## src/dtc_pkg.sv

```systemverilog
// Package holding register offsets, field positions and timing constants of the dual timer block.
package dtc_pkg;
    localparam int          ADDR_W        = 8;
    localparam int          DATA_W        = 8;
    // Register offsets.
    localparam logic [7:0]  OFS_CONTROL   = 8'h88;
    localparam logic [7:0]  OFS_MODE      = 8'h89;
    localparam logic [7:0]  OFS_C0_LOW    = 8'h8A;
    localparam logic [7:0]  OFS_C1_LOW    = 8'h8B;
    localparam logic [7:0]  OFS_C0_HIGH   = 8'h8C;
    localparam logic [7:0]  OFS_C1_HIGH   = 8'h8D;
    localparam logic [7:0]  OFS_CORE_CFG  = 8'h8E;
    localparam logic [7:0]  OFS_ISR_ACK   = 8'h8F;
    localparam logic [7:0]  RESET_BYTE    = 8'h00;
    // Mode register field positions for counter 0; counter 1 sits four bits higher.
    localparam int          MF_MODE_LO    = 0;
    localparam int          MF_MODE_HI    = 1;
    localparam int          MF_FUNC       = 2;
    localparam int          MF_GATE       = 3;
    localparam int          MF_C1_OFS     = 4;
    // Control register field positions.
    localparam int          CF_RUN0       = 4;
    localparam int          CF_OVF0       = 5;
    localparam int          CF_RUN1       = 6;
    localparam int          CF_OVF1       = 7;
    // Core configuration bit: 1 selects the undivided oscillator.
    localparam int          CFG_FAST      = 0;
    // Count widths and limits.
    localparam int          PRE_BITS      = 5;
    localparam logic [4:0]  PRE_MAX       = 5'h1F;
    localparam logic [7:0]  BYTE_MAX      = 8'hFF;
    // Timer tick is one per six peripheral clocks; machine cycle matches it.
    localparam int          TICK_DIV      = 6;
    localparam logic [2:0]  TICK_LAST     = 3'(TICK_DIV - 1);
    typedef enum logic [1:0] {
        DTC_MODE0,
        DTC_MODE1,
        DTC_MODE2,
        DTC_MODE3
    } dtc_mode_t;
endpackage

```

## src/dtc_tick_gen.sv

```systemverilog
// Peripheral clock and timer tick divider.
`timescale 1ns/1ns
`default_nettype none
module dtc_tick_gen (
    // Clock and reset.
    input  wire logic clk,
    input  wire logic resetn,
    // Configuration.
    input  wire logic fast_mode,
    // Enables.
    output logic      periph_en,
    output logic      tick_en
);
    import dtc_pkg::*;

    logic       half_reg, half_next;
    logic [2:0] div_reg, div_next;

    // Peripheral enable is every cycle in fast mode, every other cycle otherwise; tick is one per six.
    always_comb begin
        half_next = ~half_reg;
        periph_en = fast_mode | half_reg;
        div_next  = div_reg;
        tick_en   = 1'b0;
        if (periph_en) begin
            if (div_reg == TICK_LAST) begin
                div_next = 3'h0;
                tick_en  = 1'b1;
            end else begin
                div_next = div_reg + 3'h1;
            end
        end
    end

    // Divider state registers.
    always_ff @(posedge clk or negedge resetn) begin
        if (!resetn) begin
            half_reg <= 1'b0;
            div_reg  <= 3'h0;
        end else begin
            half_reg <= half_next;
            div_reg  <= div_next;
        end
    end
endmodule // dtc_tick_gen
`default_nettype wire

```

## src/dtc_pin_sync.sv

```systemverilog
// Pin synchroniser and falling edge detector sampled once per machine cycle.
`timescale 1ns/1ns
`default_nettype none
module dtc_pin_sync (
    // Clock and reset.
    input  wire logic clk,
    input  wire logic resetn,
    // Sampling enable.
    input  wire logic tick_en,
    // Pin and results.
    input  wire logic pin,
    output logic      level,
    output logic      fall
);
    logic meta_reg, sync_reg, samp_reg, samp_next;

    // Sample once per machine cycle; a fall is a high sample followed by a low one.
    always_comb begin
        samp_next = tick_en ? sync_reg : samp_reg;
        fall      = tick_en & samp_reg & ~sync_reg;
        level     = sync_reg;
    end

    // Two-stage synchroniser and sample register.
    always_ff @(posedge clk or negedge resetn) begin
        if (!resetn) begin
            meta_reg <= 1'b0;
            sync_reg <= 1'b0;
            samp_reg <= 1'b0;
        end else begin
            meta_reg <= pin;
            sync_reg <= meta_reg;
            samp_reg <= samp_next;
        end
    end
endmodule // dtc_pin_sync
`default_nettype wire

```

## src/dtc_timer.sv

```systemverilog
// Dual four-mode timer/counter with byte-wide register port.
// What this block does
// - Each counter keeps a low and high byte register, readable and writable.
// - Mode 0 counts thirteen bits: high byte plus low five bits.
// - Modes 0-2 count when run is set and gate off or gate pin high.
// - Mode 0 wrap from 1FFF to 0000 sets the overflow flag.
// - Peripheral clock is oscillator over two, or undivided in fast mode.
// - Mode 1 counts sixteen bits; wrap FFFF to 0000 sets overflow.
// - Mode 2 low byte overflow sets flag and reloads from high byte.
// - Mode 2 reload leaves the high byte unchanged.
// - Only counter 1 overflows feed the UART baud output.
// - Counter 1 in mode 3 halts and holds its count.
// - Counter 0 mode 3 low byte uses counter 0 controls and flag.
// - Counter 0 mode 3 high byte times, runs on counter1 run, sets counter1 flag.
// - With counter 0 in mode 3, counter 1 ignores run bit and flag.
// - Then counter 1 still honours gate control and gate pin.
// - Timer function advances once per six peripheral clocks.
// - Count pin sampled per machine cycle; high then low increments.
// - Mode register holds gate, function select and two-bit mode per counter.
// - Overflow flags clear on service entry; clearing run holds the count.
`timescale 1ns/1ns
`default_nettype none
module dtc_timer (
    // Clock and reset.
    input  wire logic                       CLK,
    input  wire logic                       RESETN,
    // Register port.
    input  wire logic [dtc_pkg::ADDR_W-1:0] ADDR,
    input  wire logic [dtc_pkg::DATA_W-1:0] WDATA,
    input  wire logic                       WR,
    input  wire logic                       RD,
    output logic      [dtc_pkg::DATA_W-1:0] RDATA,
    // External pins.
    input  wire logic                       COUNTER0_COUNT_PIN,
    input  wire logic                       COUNTER1_COUNT_PIN,
    input  wire logic                       COUNTER0_GATE_PIN,
    input  wire logic                       COUNTER1_GATE_PIN,
    // Interrupt service entry acknowledges.
    input  wire logic                       SERVICE0_ACK,
    input  wire logic                       SERVICE1_ACK,
    // Status outputs.
    output logic                            COUNTER0_OVERFLOW,
    output logic                            COUNTER1_OVERFLOW,
    output logic                            BAUD_TICK
);
    import dtc_pkg::*;

    // Count bytes of both counters.
    logic [7:0] c0_low_reg;
    logic [7:0] c0_low_next;
    logic [7:0] c0_high_reg;
    logic [7:0] c0_high_next;
    logic [7:0] c1_low_reg;
    logic [7:0] c1_low_next;
    logic [7:0] c1_high_reg;
    logic [7:0] c1_high_next;
    // Mode, control and core configuration.
    logic [7:0] mode_reg;
    logic [7:0] mode_next;
    logic [7:0] ctrl_reg;
    logic [7:0] ctrl_next;
    logic       cfg_fast_reg;
    logic       cfg_fast_next;
    // Registered read data and baud pulse.
    logic [7:0] rdata_reg;
    logic [7:0] rdata_next;
    logic       baud_reg;
    logic       baud_next;
    // Tick enable and synchronised pins.
    logic       tick_en;
    logic [1:0] cnt_fall;
    logic [1:0] gate_level;
    // Decoded modes.
    dtc_mode_t  mode0;
    dtc_mode_t  mode1;

    // Timing source.
    dtc_tick_gen u_tick (
        .clk       (CLK),
        .resetn    (RESETN),
        .fast_mode (cfg_fast_reg),
        .periph_en (),
        .tick_en   (tick_en)
    );

    // One synchroniser per count pin and gate pin.
    genvar gi;
    generate
        for (gi = 0; gi < 2; gi++) begin : g_pins
            dtc_pin_sync u_cnt (
                .clk     (CLK),
                .resetn  (RESETN),
                .tick_en (tick_en),
                .pin     (gi == 0 ? COUNTER0_COUNT_PIN : COUNTER1_COUNT_PIN),
                .level   (),
                .fall    (cnt_fall[gi])
            );
            dtc_pin_sync u_gate (
                .clk     (CLK),
                .resetn  (RESETN),
                .tick_en (tick_en),
                .pin     (gi == 0 ? COUNTER0_GATE_PIN : COUNTER1_GATE_PIN),
                .level   (gate_level[gi]),
                .fall    ()
            );
        end
    endgenerate

    // Mode fields decoded from the mode register.
    // The enum order matches the two-bit field, so the cast needs no table.
    assign mode0 = dtc_mode_t'(mode_reg[MF_MODE_HI:MF_MODE_LO]);
    assign mode1 = dtc_mode_t'(mode_reg[MF_C1_OFS+MF_MODE_HI:MF_C1_OFS+MF_MODE_LO]);

    // Count engine, register writes and flag handling.
    always_comb begin
        logic        ev0;
        logic        ev1;
        logic        en0;
        logic        en1;
        logic        en0h;
        logic        split;
        logic        set_ovf0;
        logic        set_ovf1;
        logic        c1_wrap;
        logic [5:0]  lo6;
        logic [8:0]  hi9;
        logic [16:0] w17;
        c0_low_next   = c0_low_reg;
        c0_high_next  = c0_high_reg;
        c1_low_next   = c1_low_reg;
        c1_high_next  = c1_high_reg;
        mode_next     = mode_reg;
        ctrl_next     = ctrl_reg;
        cfg_fast_next = cfg_fast_reg;
        set_ovf0      = 1'b0;
        set_ovf1      = 1'b0;
        c1_wrap       = 1'b0;
        lo6           = 6'h00;
        hi9           = 9'h000;
        w17           = 17'h00000;
        split         = (mode0 == DTC_MODE3);
        // Count events: internal tick in timer function, sampled fall in counter function.
        ev0  = mode_reg[MF_FUNC] ? cnt_fall[0] : tick_en;
        ev1  = mode_reg[MF_C1_OFS+MF_FUNC] ? cnt_fall[1] : tick_en;
        // Run qualified by gate control and gate pin.
        en0  = ev0 & ctrl_reg[CF_RUN0] & (~mode_reg[MF_GATE] | gate_level[0]);
        en1  = ev1 & (split | ctrl_reg[CF_RUN1])
             & (~mode_reg[MF_C1_OFS+MF_GATE] | gate_level[1]);
        en0h = tick_en & ctrl_reg[CF_RUN1];

        // Counter 0.
        if (en0) begin
            case (mode0)
                DTC_MODE0: begin
                    lo6 = {1'b0, c0_low_reg[PRE_BITS-1:0]} + 6'h01;
                    c0_low_next[PRE_BITS-1:0] = lo6[PRE_BITS-1:0];
                    if (lo6[PRE_BITS]) begin
                        hi9 = {1'b0, c0_high_reg} + 9'h001;
                        c0_high_next = hi9[7:0];
                        set_ovf0 = hi9[8];
                    end
                end
                DTC_MODE1: begin
                    w17 = {1'b0, c0_high_reg, c0_low_reg} + 17'h00001;
                    {c0_high_next, c0_low_next} = w17[15:0];
                    set_ovf0 = w17[16];
                end
                DTC_MODE2, DTC_MODE3: begin
                    if (c0_low_reg == BYTE_MAX) begin
                        c0_low_next = (mode0 == DTC_MODE2) ? c0_high_reg : RESET_BYTE;
                        set_ovf0 = 1'b1;
                    end else begin
                        c0_low_next = c0_low_reg + 8'h01;
                    end
                end
                default: c0_low_next = c0_low_reg;
            endcase
        end
        // Counter 0 high byte as a separate timer in split mode.
        // Split mode lends counter 1's run bit and flag to this byte, as counter 1 then has no use for them.
        if (split && en0h) begin
            c0_high_next = c0_high_reg + 8'h01;
            set_ovf1 = (c0_high_reg == BYTE_MAX);
        end

        // Counter 1; mode 3 freezes it.
        // In split mode counter 1 ignores its run bit so it can keep feeding the baud pulse.
        if (en1) begin
            case (mode1)
                DTC_MODE0: begin
                    lo6 = {1'b0, c1_low_reg[PRE_BITS-1:0]} + 6'h01;
                    c1_low_next[PRE_BITS-1:0] = lo6[PRE_BITS-1:0];
                    if (lo6[PRE_BITS]) begin
                        hi9 = {1'b0, c1_high_reg} + 9'h001;
                        c1_high_next = hi9[7:0];
                        c1_wrap = hi9[8];
                    end
                end
                DTC_MODE1: begin
                    w17 = {1'b0, c1_high_reg, c1_low_reg} + 17'h00001;
                    {c1_high_next, c1_low_next} = w17[15:0];
                    c1_wrap = w17[16];
                end
                DTC_MODE2: begin
                    if (c1_low_reg == BYTE_MAX) begin
                        c1_low_next = c1_high_reg;
                        c1_wrap = 1'b1;
                    end else begin
                        c1_low_next = c1_low_reg + 8'h01;
                    end
                end
                default: c1_low_next = c1_low_reg;
            endcase
        end
        // Counter 1 flag only reports counter 1 when not split.
        if (!split && c1_wrap) begin
            set_ovf1 = 1'b1;
        end

        // Software writes replace the stored value at once.
        // Coming after the count logic, a write beats a count in the same cycle.
        if (WR) begin
            case (ADDR)
                OFS_C0_LOW:   c0_low_next   = WDATA;
                OFS_C0_HIGH:  c0_high_next  = WDATA;
                OFS_C1_LOW:   c1_low_next   = WDATA;
                OFS_C1_HIGH:  c1_high_next  = WDATA;
                OFS_MODE:     mode_next     = WDATA;
                OFS_CONTROL:  ctrl_next     = WDATA;
                OFS_CORE_CFG: cfg_fast_next = WDATA[CFG_FAST];
                default:      ctrl_next     = ctrl_next;
            endcase
        end
        // Service entry clears flags; a hardware set wins.
        // Clears come first so an overflow in the acknowledge cycle is never lost.
        if (SERVICE0_ACK) begin
            ctrl_next[CF_OVF0] = 1'b0;
        end
        if (SERVICE1_ACK) begin
            ctrl_next[CF_OVF1] = 1'b0;
        end
        if (set_ovf0) begin
            ctrl_next[CF_OVF0] = 1'b1;
        end
        if (set_ovf1) begin
            ctrl_next[CF_OVF1] = 1'b1;
        end
        // Baud pulse from counter 1 only, even without interrupts.
        baud_next = c1_wrap;
    end

    // Read data for the cycle after the read strobe.
    // Idle and unmapped reads give zero, so the bus sees no stale data.
    always_comb begin
        rdata_next = RESET_BYTE;
        if (RD) begin
            case (ADDR)
                OFS_C0_LOW:   rdata_next = c0_low_reg;
                OFS_C0_HIGH:  rdata_next = c0_high_reg;
                OFS_C1_LOW:   rdata_next = c1_low_reg;
                OFS_C1_HIGH:  rdata_next = c1_high_reg;
                OFS_MODE:     rdata_next = mode_reg;
                OFS_CONTROL:  rdata_next = ctrl_reg;
                OFS_CORE_CFG: rdata_next = {7'h00, cfg_fast_reg};
                default:      rdata_next = RESET_BYTE;
            endcase
        end
    end

    // State registers.
    // All state clears on reset, leaving both counters stopped in mode 0 as timers.
    always_ff @(posedge CLK or negedge RESETN) begin
        if (!RESETN) begin
            c0_low_reg   <= RESET_BYTE;
            c0_high_reg  <= RESET_BYTE;
            c1_low_reg   <= RESET_BYTE;
            c1_high_reg  <= RESET_BYTE;
            mode_reg     <= RESET_BYTE;
            ctrl_reg     <= RESET_BYTE;
            cfg_fast_reg <= 1'b0;
            rdata_reg    <= RESET_BYTE;
            baud_reg     <= 1'b0;
        end else begin
            c0_low_reg   <= c0_low_next;
            c0_high_reg  <= c0_high_next;
            c1_low_reg   <= c1_low_next;
            c1_high_reg  <= c1_high_next;
            mode_reg     <= mode_next;
            ctrl_reg     <= ctrl_next;
            cfg_fast_reg <= cfg_fast_next;
            rdata_reg    <= rdata_next;
            baud_reg     <= baud_next;
        end
    end

    // Outputs.
    // Flags come straight from the control register, so pins and software agree.
    assign RDATA             = rdata_reg;
    assign COUNTER0_OVERFLOW = ctrl_reg[CF_OVF0];
    assign COUNTER1_OVERFLOW = ctrl_reg[CF_OVF1];
    assign BAUD_TICK         = baud_reg;
endmodule // dtc_timer
`default_nettype wire

```

## config.mk

```make
export PLATFORM = sky130hd
export DESIGN_NAME = dtc_timer
export DESIGN_NICKNAME = d
export VERILOG_FILES = /design/src/dtc_pkg.sv /design/src/dtc_tick_gen.sv /design/src/dtc_pin_sync.sv /design/src/dtc_timer.sv
export SDC_FILE = /design/constraint.sdc
export NUM_CORES = 1
export LEC_CHECK = 0
export BUFFER_PORTS_ARGS = -buffer_cell sky130_fd_sc_hd__buf_2
export CORE_MARGIN = 2
export CORE_UTILIZATION = 55
export DETAILED_ROUTE_END_ITERATION = 8
export PLACE_DENSITY = 0.74
export SYNTH_ARGS = -nofsm -noshare
export SYNTH_HDL_FRONTEND = slang
export SYNTH_HIERARCHICAL = 1
export SYNTH_SLANG_ARGS = --single-unit
```

## constraint.sdc

```tcl
create_clock -name CLK -period 3.6 [get_ports CLK]
set_input_delay 0.36 -clock CLK [delete_from_list [all_inputs] [get_ports CLK]]
set_output_delay 0.36 -clock CLK [all_outputs]
set_load 0.03 [all_outputs]
```

After elaboration in Yosys (flattened, before gate mapping) --
Cells that the tools add are included.
Cells by class: eq/ne operators 16, add/subtract/negate cells 10, reductions and logical operators 15, bitwise logic cells 18, mux-type cells 47
Operators with widths (number):
- $mux W8 | 21
- $eq A8 B8 Y1 const B | 10
- $pmux W8 S7 | 1
- $add A16 B1 Y17 const B | 2
- $pmux W8 S2 | 2
- $pmux W5 S3 | 2
- $add A8 B1 Y8 const B | 3
- $add A8 B1 Y9 const B | 2
- $mux W1 | 16
- $add A5 B1 Y6 const B | 2
- $pmux W3 S2 | 2
- $reduce_bool A3 Y1 | 4
- $reduce_and A2 Y1 | 5
- $and A1 B1 Y1 | 9
- $eq A2 B2 Y1 const B | 3
- $pmux W1 S3 | 2
- $not A1 Y1 | 5
- $eq A2 B1 Y1 const B | 2
- $logic_not A2 Y1 | 2
- $or A1 B1 Y1 | 4
- $add A3 B1 Y3 const B | 1
- $eq A3 B3 Y1 const B | 1
- $mux W3 | 1
- $logic_and A1 B1 Y1 | 2
- 2 further kinds | 2
Storage, ports and cells: bits in registers 72, input port bits 26, output and inout port bits 11

Logic depth before layout (Yosys ltp) --
Gate-level depths: netlist of run 1.
depth after elaboration 13, depth in mapped cells 11, depth with buffers taken out 9

Cells and area by module --
The synthesis of run 1 kept the hierarchy.
By module, submodules not included:
- dtc_timer | times used 1, seq. area each 1451.4 um2, cells each 468, area each 4070.2 um2
- dtc_pin_sync | times used 4, seq. area each 75.1 um2, cells each 5, area each 100.1 um2
- dtc_tick_gen | times used 1, seq. area each 100.1 um2, cells each 13, area each 167.7 um2

Least setup slack after synthesis of run 1 --
OpenSTA, ideal clock, no wires.
path kind reg-to-reg, from reg cfg_fast_reg, to reg c1_high_reg[2], cell stages (with the launch flop) 10, data arrival time 2.899 ns, path buffers 0, setup slack 0.576 ns, library setup time 0.125 ns, cells stage by stage dfrtp_1 > o21ai_2 > nor3b_1 > and3b_2 > mux2i_1 > nor3_4 > nand2_1 > a222oi_1 > nor2_1 > mux2_2
Between the ends: longest elaborated chain between the ends 10
Ends and longest elaborated chain:
- start, declared | line dtc_timer.sv:62 | logic cfg_fast_reg;
- start signal, assigned | line dtc_timer.sv:290 | cfg_fast_reg <= cfg_fast_next;
- $or A1 B1 Y1 (*) | line dtc_tick_gen.sv:22 | periph_en = fast_mode | half_reg;
- $mux W1 (*) | line dtc_tick_gen.sv:25 | if (periph_en) begin
- named net tick_en | line dtc_timer.sv:70 | logic tick_en;
- $and A1 B1 Y1 (*) (2 in a row) | line dtc_pin_sync.sv:20 | fall = tick_en & samp_reg & ~sync_reg;
- named net cnt_fall[1] | line dtc_timer.sv:71 | logic [1:0] cnt_fall;
- $mux W1 (*) | line dtc_timer.sv:144 | ev1 = mode_reg[MF_C1_OFS+MF_FUNC] ? cnt_fall[1] : tick_en;
- $and A1 B1 Y1 (*) | line dtc_timer.sv:147 | en1 = ev1 & (split | ctrl_reg[CF_RUN1])
- $and A1 B1 Y1 (*) | line dtc_timer.sv:148 | & (~mode_reg[MF_C1_OFS+MF_GATE] | gate_level[1]);
- $mux W8 (*) | line dtc_timer.sv:188 | if (en1) begin
- $mux W8 | line dtc_timer.sv:223 | case (ADDR)
- $mux W8 (*) | line dtc_timer.sv:222 | if (WR) begin
- named net c1_high_next[2] | line dtc_timer.sv:56 | logic [7:0] c1_high_next;
- end signal, assigned | line dtc_timer.sv:287 | c1_high_reg <= c1_high_next;
- end, declared | line dtc_timer.sv:55 | logic [7:0] c1_high_reg;
Mark *: on every way through the listed nets, which the timed path passes. The rest lies on a longest branch. A chain may end at the register's enable or synchronous reset.

Final worst setup path of run 1 --
Ends and elaborated chain as after synthesis.

==> flow_metrics.py, run 1 <==
metrics = {
    "status": {
        "status": "complete, no violations",
    },
    "global_route": {
        "grt_max_degree": 73,
        "grt_pass1_vias": 3801,
        "track_usage_pct": 30.2,
        "grt_pass1_wl_mm": 20.5,
        "antenna_found_initial": 0,
        "gr-total-overflow": 0,
    },
    "sta": {
        "worst_pin_slew_ns": 0.901,
        "period_share_pct": 75.8,
        "min_period_ns": 2.73,
        "rsz0062_at_grt": "false",
        "finalHoldViolCount": 0,
        "setup_tns_ns": 0,
        "finClkSkew_ns": 0.00980,
        "slew_headroom_pct": 39.9,
        "slew_violations": 0,
        "setup_viol": 0,
        "fmax_mhz": 366,
    },
    "cts": {
        "post_cts_resized": 0,
        "htree_levels": 3,
        "cts_setup_buffers": 0,
        "root_buffer": "clkbuf_8",
        "cts_inserted_buffers": 9,
        "clk_path_buf_depth": 2,
        "hold_buffers": 0,
        "clkSinkCount": 72,
        "cts_tree": "yes",
        "clock_latency_ns": 0.35,
        "clk_pin_slew_ns": 0.08,
    },
    "critical_path": {
        "cp_top_family": "simple AND/OR/NAND/NOR gates",
        "max_stage_delay_ns": 0.49,
        "worstPathCellList": "o21ai_2, nor3b_1, buf_4, and3b_2, mux2i_1, nor3_4, nand2_1, a222oi_1, nor2_1, mux2_2",
        "crit_fanout": 15,
        "worstReg2RegEnd": "c1_high_reg[2]$_DFF_PN0_",
        "reg2reg_depth": 10,
        "critPathLaunchType": "flip-flop",
        "rrSetupSlack_ns": 0.87,
        "timing.rr.start": "cfg_fast_reg$_DFFE_PN0P_",
        "crit_path_end_kind": "flip-flop",
        "cp.arrival_ns": 2.97,
        "slowest_stage": "nor3_4",
        "required_ns": 3.84,
        "path_class": "reg2reg",
        "crit_buf_inv": 1,
    },
    "floorplanning": {
        "ios": 37,
        "num_rows": 33,
        "core_area_um2": 8090,
        "dieArea_um2": 8990,
        "die_h_um": 94.8,
        "dieWidth_um": 94.8,
        "start_util_pct": 56.1,
    },
    "synthesis": {
        "syn_nets": 529,
        "synth_area_um2": 4540,
        "syn_inst": 495,
        "syn_area_per_cell_um2": 9.17,
        "yosys_warnings": 6,
    },
    "final_layout": {
        "nNetsFinal": 547,
        "fin_util_pct": 60.9,
        "final_layout_size_suffix_gt1_share_pct": 19.1,
        "nFillCells": 705,
        "fin_cells": 623,
        "final_area_um2": 4930,
        "synthToLayoutAreaGrowth_pct": 8.55,
        "num_antenna_cells": 0,
    },
    "power": {
        "leakage_nw": 2.10,
        "power_w": 0.00213,
        "ir_drop_uv": 284,
        "power_density_nw_per_um2": 432,
    },
    "detailed_routing": {
        "vias": 4071,
        "drtIter0Drc": 393,
        "routed_wirelength_mm": 12.8,
        "wl_per_cell_um": 20.6,
        "vias_per_cell": 6.53,
        "antenna_left": 0,
        "drt_drc_violations_left": 0,
        "drt_first_pass_iters": 5,
    },
    "placed_design": {
        "numPlacedInstances": 607,
        "dpl-instance-area_um2": 4730,
        "place_congestion": 0.912,
        "port_buffers": 36,
        "hpwl_mm": 9.14,
    },
    "worst_hold_path": {
        "hold_start": "COUNTER0_COUNT_PIN",
        "holdCritPathClass": "in2reg",
        "hold_path_end": "g_pins[0].u_cnt/meta_reg$_DFF_PN0_",
        "whs_path_depth": 1,
    },
    "flow_run": {
        "maxCapViolCount": 0,
    },
}
[cell usage in the layout (no fill, tap or decap), drive strengths merged, types with 5 or more instances in the layout]
| master | n |
|---|---|
| a21oi | 41 |
| a221oi | 5 |
| a22o | 9 |
| a22oi | 15 |
| and2 | 7 |
| and3 | 7 |
| and4 | 6 |
| buf | 38 |
| clkbuf | 11 |
| dfrtp | 72 |
| ha | 8 |
| inv | 10 |
| mux2 | 26 |
| mux2i | 9 |
| nand2 | 45 |
| nand3 | 31 |
| nand4 | 8 |
| nor2 | 37 |
| nor2b | 6 |
| nor3 | 9 |
| o21ai | 34 |
| xnor2 | 14 |
| xor2 | 5 |
[metal layers]
| layer | track usage (%) | vias to the layer above | part of all wire, % |
|---|---|---|---|
| met5 | 0 | - | 0 |
| met4 | 12.2 | 0 | 2.5 |
| met3 | 6.86 | 30 | 9.1 |
| met2 | 44.3 | 207 | 45 |
| met1 | 43.3 | 1964 | 43 |
| li1 | - | 1870 | - |
[report_power, final]
part,internal (W),switching [W],leakage (nW)
Clock,0.000338,0.000307,0.0993
Sequential,0.000887,0.000115,0.840
Combinational,0.000219,0.000264,1.16
Total,0.00144,0.000686,2.10
[stage by stage]
step	hold WS [ns]	setup slack [ns]
CTS	0.104	0.903
detailed placement	0.337	0.913
finish	0.114	0.870
floorplan	0.0644	0.922
global route	0.101	0.667
global placement	0.335	0.963
[how the worst max path moves through the flow]
stage / from / endpoint / cells past startpoint
5_1_grt: u_tick/half_reg$_DFF_PN0_ / c1_high_reg[2]$_DFF_PN0_ / 10
2_1_floorplan: cfg_fast_reg$_DFFE_PN0P_ / c1_high_reg[2]$_DFF_PN0_ / 9
4_1_cts: cfg_fast_reg$_DFFE_PN0P_ / c1_high_reg[2]$_DFF_PN0_ / 10
6_report: cfg_fast_reg$_DFFE_PN0P_ / c1_high_reg[2]$_DFF_PN0_ / 10
3_3_place_gp: cfg_fast_reg$_DFFE_PN0P_ / c1_high_reg[2]$_DFF_PN0_ / 10
3_5_place_dp: cfg_fast_reg$_DFFE_PN0P_ / c1_high_reg[2]$_DFF_PN0_ / 10
[final cells by class]
cell class / count / area [um2] / area share, %
clock buffers: 11 / 141 / 2.87
clock inverters: 5 / 56.3 / 1.14
inverters: 10 / 37.5 / 0.762
multi-input cells: 382 / 2560 / 52.0
flip-flops and latches: 72 / 1800 / 36.6
well taps: 105 / 131 / 2.67
repair buffers: 38 / 198 / 4.01
No activity file was read; power rests on OpenSTA's default activity.
==> run 2, diff against run 1 <==
clock period = 2.52 ns   (was 3.6 ns; I/O delays follow)
==> run 2 against run 1 <==
  * The run now ends with negative hold slack left
  * Register-to-register slack got worse by 0.66 ns
  * Critical endpoint is now c0_high_reg[1]$_DFF_PN0_
  * Utilization increased by 2.6 points
  * Clock power increased by 77%
  * Non-clock buffer count increased by 19
==> flow_metrics.py, run 2 (same netlist as run 1, synthesis figures left out) <==
metrics = {
    "status": {
        "status": "finished, violations left",
        "failed_checks": "negative hold slack",
    },
    "sta": {
        "setup_viol": 0,
        "fmax_mhz": 433,
        "worst_pin_slew_ns": 0.913,
        "fin_hold_ws_ns": -0.000555,
        "period_share_pct": 91.7,
        "finClkSkew_ns": 0.0152,
        "rsz0062_at_grt": "false",
        "slew_headroom_pct": 39.2,
        "min_period_ns": 2.31,
        "finalHoldViolCount": 1,
        "setup_tns_ns": 0,
        "slew_violations": 0,
    },
    "critical_path": {
        "crit_fanout": 7,
        "cp.arrival_ns": 2.56,
        "crit_path_end_kind": "flip-flop",
        "reg2reg_depth": 10,
        "required_ns": 2.77,
        "rrSetupSlack_ns": 0.21,
        "critPathLaunchType": "flip-flop",
        "path_class": "reg2reg",
    },
    "placed_design": {
        "port_buffers": 36,
        "hpwl_mm": 9.10,
        "place_congestion": 0.968,
        "numPlacedInstances": 619,
    },
    "detailed_routing": {
        "wl_met1_mm": 5.64,
        "wl_per_cell_um": 20.2,
        "drtIter0Drc": 423,
        "routed_wirelength_mm": 13.0,
        "vias": 4226,
        "drt_drc_violations_left": 0,
        "top_layer_used": "met4",
        "vias_per_cell": 6.58,
        "drt_first_pass_iters": 5,
        "antenna_left": 0,
        "met2_length_mm": 5.67,
        "wl_met3_mm": 1.27,
    },
    "final_layout": {
        "final_common_cell": "dfrtp_1",
        "nNetsFinal": 566,
        "final_cell_mix": "dfrtp_1, nand2_1, a21oi_1",
        "nFillCells": 699,
        "fin_util_pct": 63.4,
        "num_antenna_cells": 0,
        "final_layout_size_suffix_gt1_share_pct": 21.6,
        "fin_cells": 642,
        "synthToLayoutAreaGrowth_pct": 13.1,
    },
    "global_route": {
        "grt_pass1_vias": 3710,
        "grt_max_degree": 73,
        "grt_pass1_wl_mm": 20.1,
        "track_usage_pct": 30.0,
        "antenna_found_initial": 0,
        "gr-total-overflow": 0,
    },
    "power": {
        "power_density_nw_per_um2": 640,
        "ir_drop_uv": 491,
        "leakage_nw": 2.21,
    },
    "floorplanning": {
        "ios": 37,
        "die_h_um": 94.8,
        "start_util_pct": 56.1,
        "dieWidth_um": 94.8,
        "core_area_um2": 8090,
        "num_rows": 33,
        "dieArea_um2": 8990,
    },
    "cts": {
        "root_buffer": "clkbuf_8",
        "cts_tree": "yes",
        "clock_latency_ns": 0.37,
        "clk_pin_slew_ns": 0.07,
        "clk_path_buf_depth": 2,
        "cts_inserted_buffers": 9,
        "htree_levels": 3,
        "clkSinkCount": 72,
    },
    "worst_hold_path": {
        "holdCritPathClass": "in2async",
    },
    "flow_run": {
        "maxCapViolCount": 0,
    },
}
run 2: changes by cell type in the layout (fill, tap and decap cells not counted), sizes merged:
| cell | before | now |
|---|---|---|
| dlygate4sd3 | 0 | 4 |
| buf | 38 | 53 |
| clkinv | 3 | 2 |
| clkinvlp | 1 | 0 |
| bufinv | 1 | 3 |
run 2: final cells by class:
class | count | area [um2] | share of cell area, %
flip-flops and latches | 72 | 1800 | 35.1
inverters | 10 | 37.5 | 0.731
multi-input cells | 382 | 2570 | 50.0
clock buffers | 11 | 141 | 2.75
clock inverters | 5 | 104 | 2.02
well taps | 105 | 131 | 2.56
repair buffers | 57 | 350 | 6.83
run 2: power by group:
group | switching [W] | leakage (nW) | internal (W)
registers | 0.000157 | 0.840 | 0.00127
logic | 0.000390 | 1.25 | 0.000330
clock network | 0.000454 | 0.124 | 0.000685
run 2: metal layers:
metal / up-vias / global-route usage [%]
met4: 0 / 12.3
met5: - / 0
met2: 260 / 43.4
met1: 2018 / 44.4
li1: 1913 / -
met3: 35 / 5.03
run 2: per-stage QoR:
| stage | power [W] | cell area (um2) | setup slack, ns |
|---|---|---|---|
| floorplan | 0.00192 | 4540 | 0.151 |
| global placement | 0.00213 | 4820 | 0.207 |
| detailed placement | 0.00214 | 4820 | 0.156 |
| CTS | 0.00328 | 5110 | 0.146 |
| global route | 0.00343 | 5130 | 0.0565 |
| finish | 0.00328 | 5130 | 0.209 |
run 2: what timing repair did:
action                     CTS  global route
gates resized for setup      0             1
buffers inserted             0             3
hold buffers                 4             0
hold endpoints to repair     4             0
setup endpoints to repair    0             4
run 2: path summary, 6_finish.rpt:
kind | from | to
worst max-delay path | u_tick/half_reg$_DFF_PN0_ | c0_high_reg[1]$_DFF_PN0_
worst min-delay path | RESETN | c1_low_reg[7]$_DFF_PN0_
worst max register to register | u_tick/half_reg$_DFF_PN0_ | c0_high_reg[1]$_DFF_PN0_
worst min register to register | g_pins[0].u_gate/meta_reg$_DFF_PN0_ | g_pins[0].u_gate/level$_DFF_PN0_
max in group asynchronous | RESETN | c1_high_reg[6]$_DFF_PN0_
min in group CLK | SERVICE0_ACK | ctrl_reg[5]$_DFFE_PN0P_
run 2: critical path, cell delays in order (launching register included):
cell and delay [ns]:
dfrtp_1 0.41, o21ai_2 0.22, nor3b_2 0.08, buf_4 0.17
and3b_2 0.19, mux2_2 0.28, and3_2 0.26, nand3_1 0.17
mux2i_1 0.20, nor2_1 0.06, o22a_1 0.17
==> run 3, diff against run 2 <==
ABC_AREA = 1   (was not set)
==> run 3 against run 2 <==
  * The run now ends clean
  * Count of clock-buffer cells in the layout decreased by 1
  * Cell count increased by 36%
  * Register-to-register slack improved by 0.08 ns
  * Wire length increased by 22%
  * Sequential cell count unchanged
  * Utilization decreased by 0.24 points
  * First-iteration DRC count decreased by 2.4%
  * Hold slack improved by 0.0073 ns
  * Setup slack improved by 0.083 ns
  * Clock skew decreased by 0.0061 ns
  * Sequential power increased by 3%
  * Critical path type unchanged
  * Largest cell class unchanged
  * Highest routed layer unchanged
==> flow_metrics.py, run 3 <==
metrics = {
    "floorplanning": {
        "start_util_pct": 57.2,
        "num_rows": 34,
        "ios": 37,
        "core_area_um2": 8760,
        "dieWidth_um": 99.5,
        "die_h_um": 99.5,
        "dieArea_um2": 9890,
    },
    "final_layout": {
        "fin_cells": 873,
        "nNetsFinal": 794,
        "final_layout_size_suffix_gt1_share_pct": 14.8,
        "final_cell_mix": "nand2_1, inv_1, dfrtp_1",
        "final_common_cell": "nand2_1",
        "num_antenna_cells": 0,
        "synthToLayoutAreaGrowth_pct": 10.5,
    },
    "placed_design": {
        "numPlacedInstances": 855,
        "hpwl_mm": 12.1,
        "place_congestion": 0.992,
        "post-place-ws_ns": 0.369,
        "port_buffers": 36,
    },
    "sta": {
        "period_share_pct": 88.4,
        "finalHoldViolCount": 0,
        "setup_viol": 0,
        "slew_violations": 0,
        "fin_ws_ns": 0.293,
        "rsz0062_at_grt": "false",
        "min_period_ns": 2.23,
        "setup_tns_ns": 0,
        "worst_pin_slew_ns": 0.906,
        "slew_headroom_pct": 39.6,
        "finClkSkew_ns": 0.00909,
        "fmax_mhz": 449,
    },
    "cts": {
        "post_cts_resized": 0,
        "cts_inserted_buffers": 9,
        "clkSinkCount": 72,
        "cts_tree": "yes",
        "clock_latency_ns": 0.35,
        "cts_setup_buffers": 0,
        "clk_pin_slew_ns": 0.08,
        "clk_path_buf_depth": 2,
        "hold_buffers": 1,
        "htree_levels": 3,
        "root_buffer": "clkbuf_8",
    },
    "power": {
        "power_density_nw_per_um2": 618,
        "clkPwrFrac_pct": 31.3,
        "sequentialPowerShare_pct": 42.8,
        "power_w": 0.00342,
        "leakage_nw": 2.81,
        "pwr-share-comb_pct": 25.9,
        "p_sw_w": 0.00123,
        "ir_drop_uv": 320,
        "intPower_w": 0.00219,
        "p_sw_share_pct": 36.1,
    },
    "synthesis": {
        "syn_nets": 751,
        "synth_area_um2": 5010,
        "yosys_warnings": 6,
        "syn_area_per_cell_um2": 6.99,
        "syn_inst": 717,
    },
    "detailed_routing": {
        "wl_per_cell_um": 18.2,
        "vias_per_cell": 5.98,
        "drt_first_pass_iters": 5,
        "wl_met3_mm": 1.15,
        "vias": 5223,
        "wl_met1_mm": 6.59,
        "antenna_left": 0,
        "drtIter0Drc": 413,
        "routed_wirelength_mm": 15.9,
        "top_layer_used": "met4",
        "met2_length_mm": 7.51,
        "drt_drc_violations_left": 0,
    },
    "critical_path": {
        "reg2reg_depth": 13,
        "path_class": "reg2reg",
        "cp.arrival_ns": 2.43,
        "worstPathCellList": "inv_1, nand3_1, nor2_1, buf_4, nand2_1, nor2_1, nand2_1, o21ai_0, nand3_2, inv_2, nand2_1, a21oi_1, a22oi_1",
        "worstReg2RegEnd": "c1_high_reg[2]$_DFF_PN0_",
        "crit_path_end_kind": "flip-flop",
        "crit_fanout": 9,
        "required_ns": 2.73,
        "crit_top_cell": "nand2_1",
        "slowest_stage": "dfrtp_1",
        "timing.rr.start": "u_tick/div_reg[1]$_DFFE_PN0P_",
        "max_stage_delay_ns": 0.39,
        "critPathLaunchType": "flip-flop",
        "rrSetupSlack_ns": 0.29,
    },
    "global_route": {
        "gr-total-overflow": 0,
        "grt_pass1_vias": 5096,
        "grt_pass1_wl_mm": 26.1,
        "grt_max_degree": 73,
        "track_usage_pct": 33.5,
        "antenna_found_initial": 0,
    },
    "worst_hold_path": {
        "whs_path_depth": 1,
        "hold_path_end": "g_pins[1].u_gate/meta_reg$_DFF_PN0_",
        "holdCritPathClass": "in2reg",
        "hold_start": "COUNTER1_GATE_PIN",
    },
    "flow_run": {
        "maxCapViolCount": 0,
    },
    "status": {
        "status": "complete, no violations",
    },
}
-- run 3: layer usage --
metal,global-route usage (%),vias to the layer above
li1,-,2454
met1,43.5,2451
met2,55.3,261
met3,6.47,57
met4,13.5,0
met5,0,-
-- run 3: per-stage QoR --
stage | cell area, um2 | util, % | hold WS [ns]
4_1_cts | 5530 | 63.1 | 0.00416
5_1_grt | 5540 | 63.2 | 0.00105
3_5_place_dp | 5290 | 60.3 | 0.335
2_1_floorplan | 5010 | - | -0.0436
6_report | 5540 | 63.2 | 0.00679
3_3_place_gp | 5290 | 60.3 | 0.332
-- run 3: power groups by stage --
stage | Combinational, W | Sequential, W | Clock, W
2_1_floorplan | 0.000640 | 0.00141 | 0
3_3_place_gp | 0.000847 | 0.00147 | 0
3_5_place_dp | 0.000867 | 0.00148 | 0
4_1_cts | 0.000873 | 0.00146 | 0.00107
5_1_grt | 0.00101 | 0.00148 | 0.00112
6_report | 0.000887 | 0.00146 | 0.00107
-- run 3: critical path: cells and delay by family (launching register included) --
family / cells / cell delay [ns]
AOI/OAI and AO/OA: 3 / 0.39
buffers and inverters: 3 / 0.44
DFF: 1 / 0.39
and+or+nand+nor: 7 / 0.86
-- run 3: cell type report --
class                           count  area (um2)
Inverter                           97         364
Sequential cell                    72        1800
Multi-Input combinational cell    534        2740
Clock buffer                       10         138
Clock inverter                      6        91.3
Timing Repair Buffer               46         263
Fill cell                         846        3230
Tap cell                          108         135
-- run 3: worst max path at each step --
stage                                  startpoint                        to  slack (ns)  cells after the start
global route        u_tick/div_reg[1]$_DFFE_PN0P_  c1_high_reg[2]$_DFF_PN0_        0.08                     13
floorplan           u_tick/div_reg[1]$_DFFE_PN0P_   c0_low_reg[0]$_DFF_PN0_        0.60                     13
finish              u_tick/div_reg[1]$_DFFE_PN0P_  c1_high_reg[2]$_DFF_PN0_        0.29                     13
CTS                 u_tick/div_reg[1]$_DFFE_PN0P_  c1_high_reg[3]$_DFF_PN0_        0.35                     13
global placement    u_tick/div_reg[1]$_DFFE_PN0P_   c0_low_reg[2]$_DFF_PN0_        0.46                     14
detailed placement  u_tick/div_reg[1]$_DFFE_PN0P_  c1_high_reg[1]$_DFF_PN0_        0.37                     13
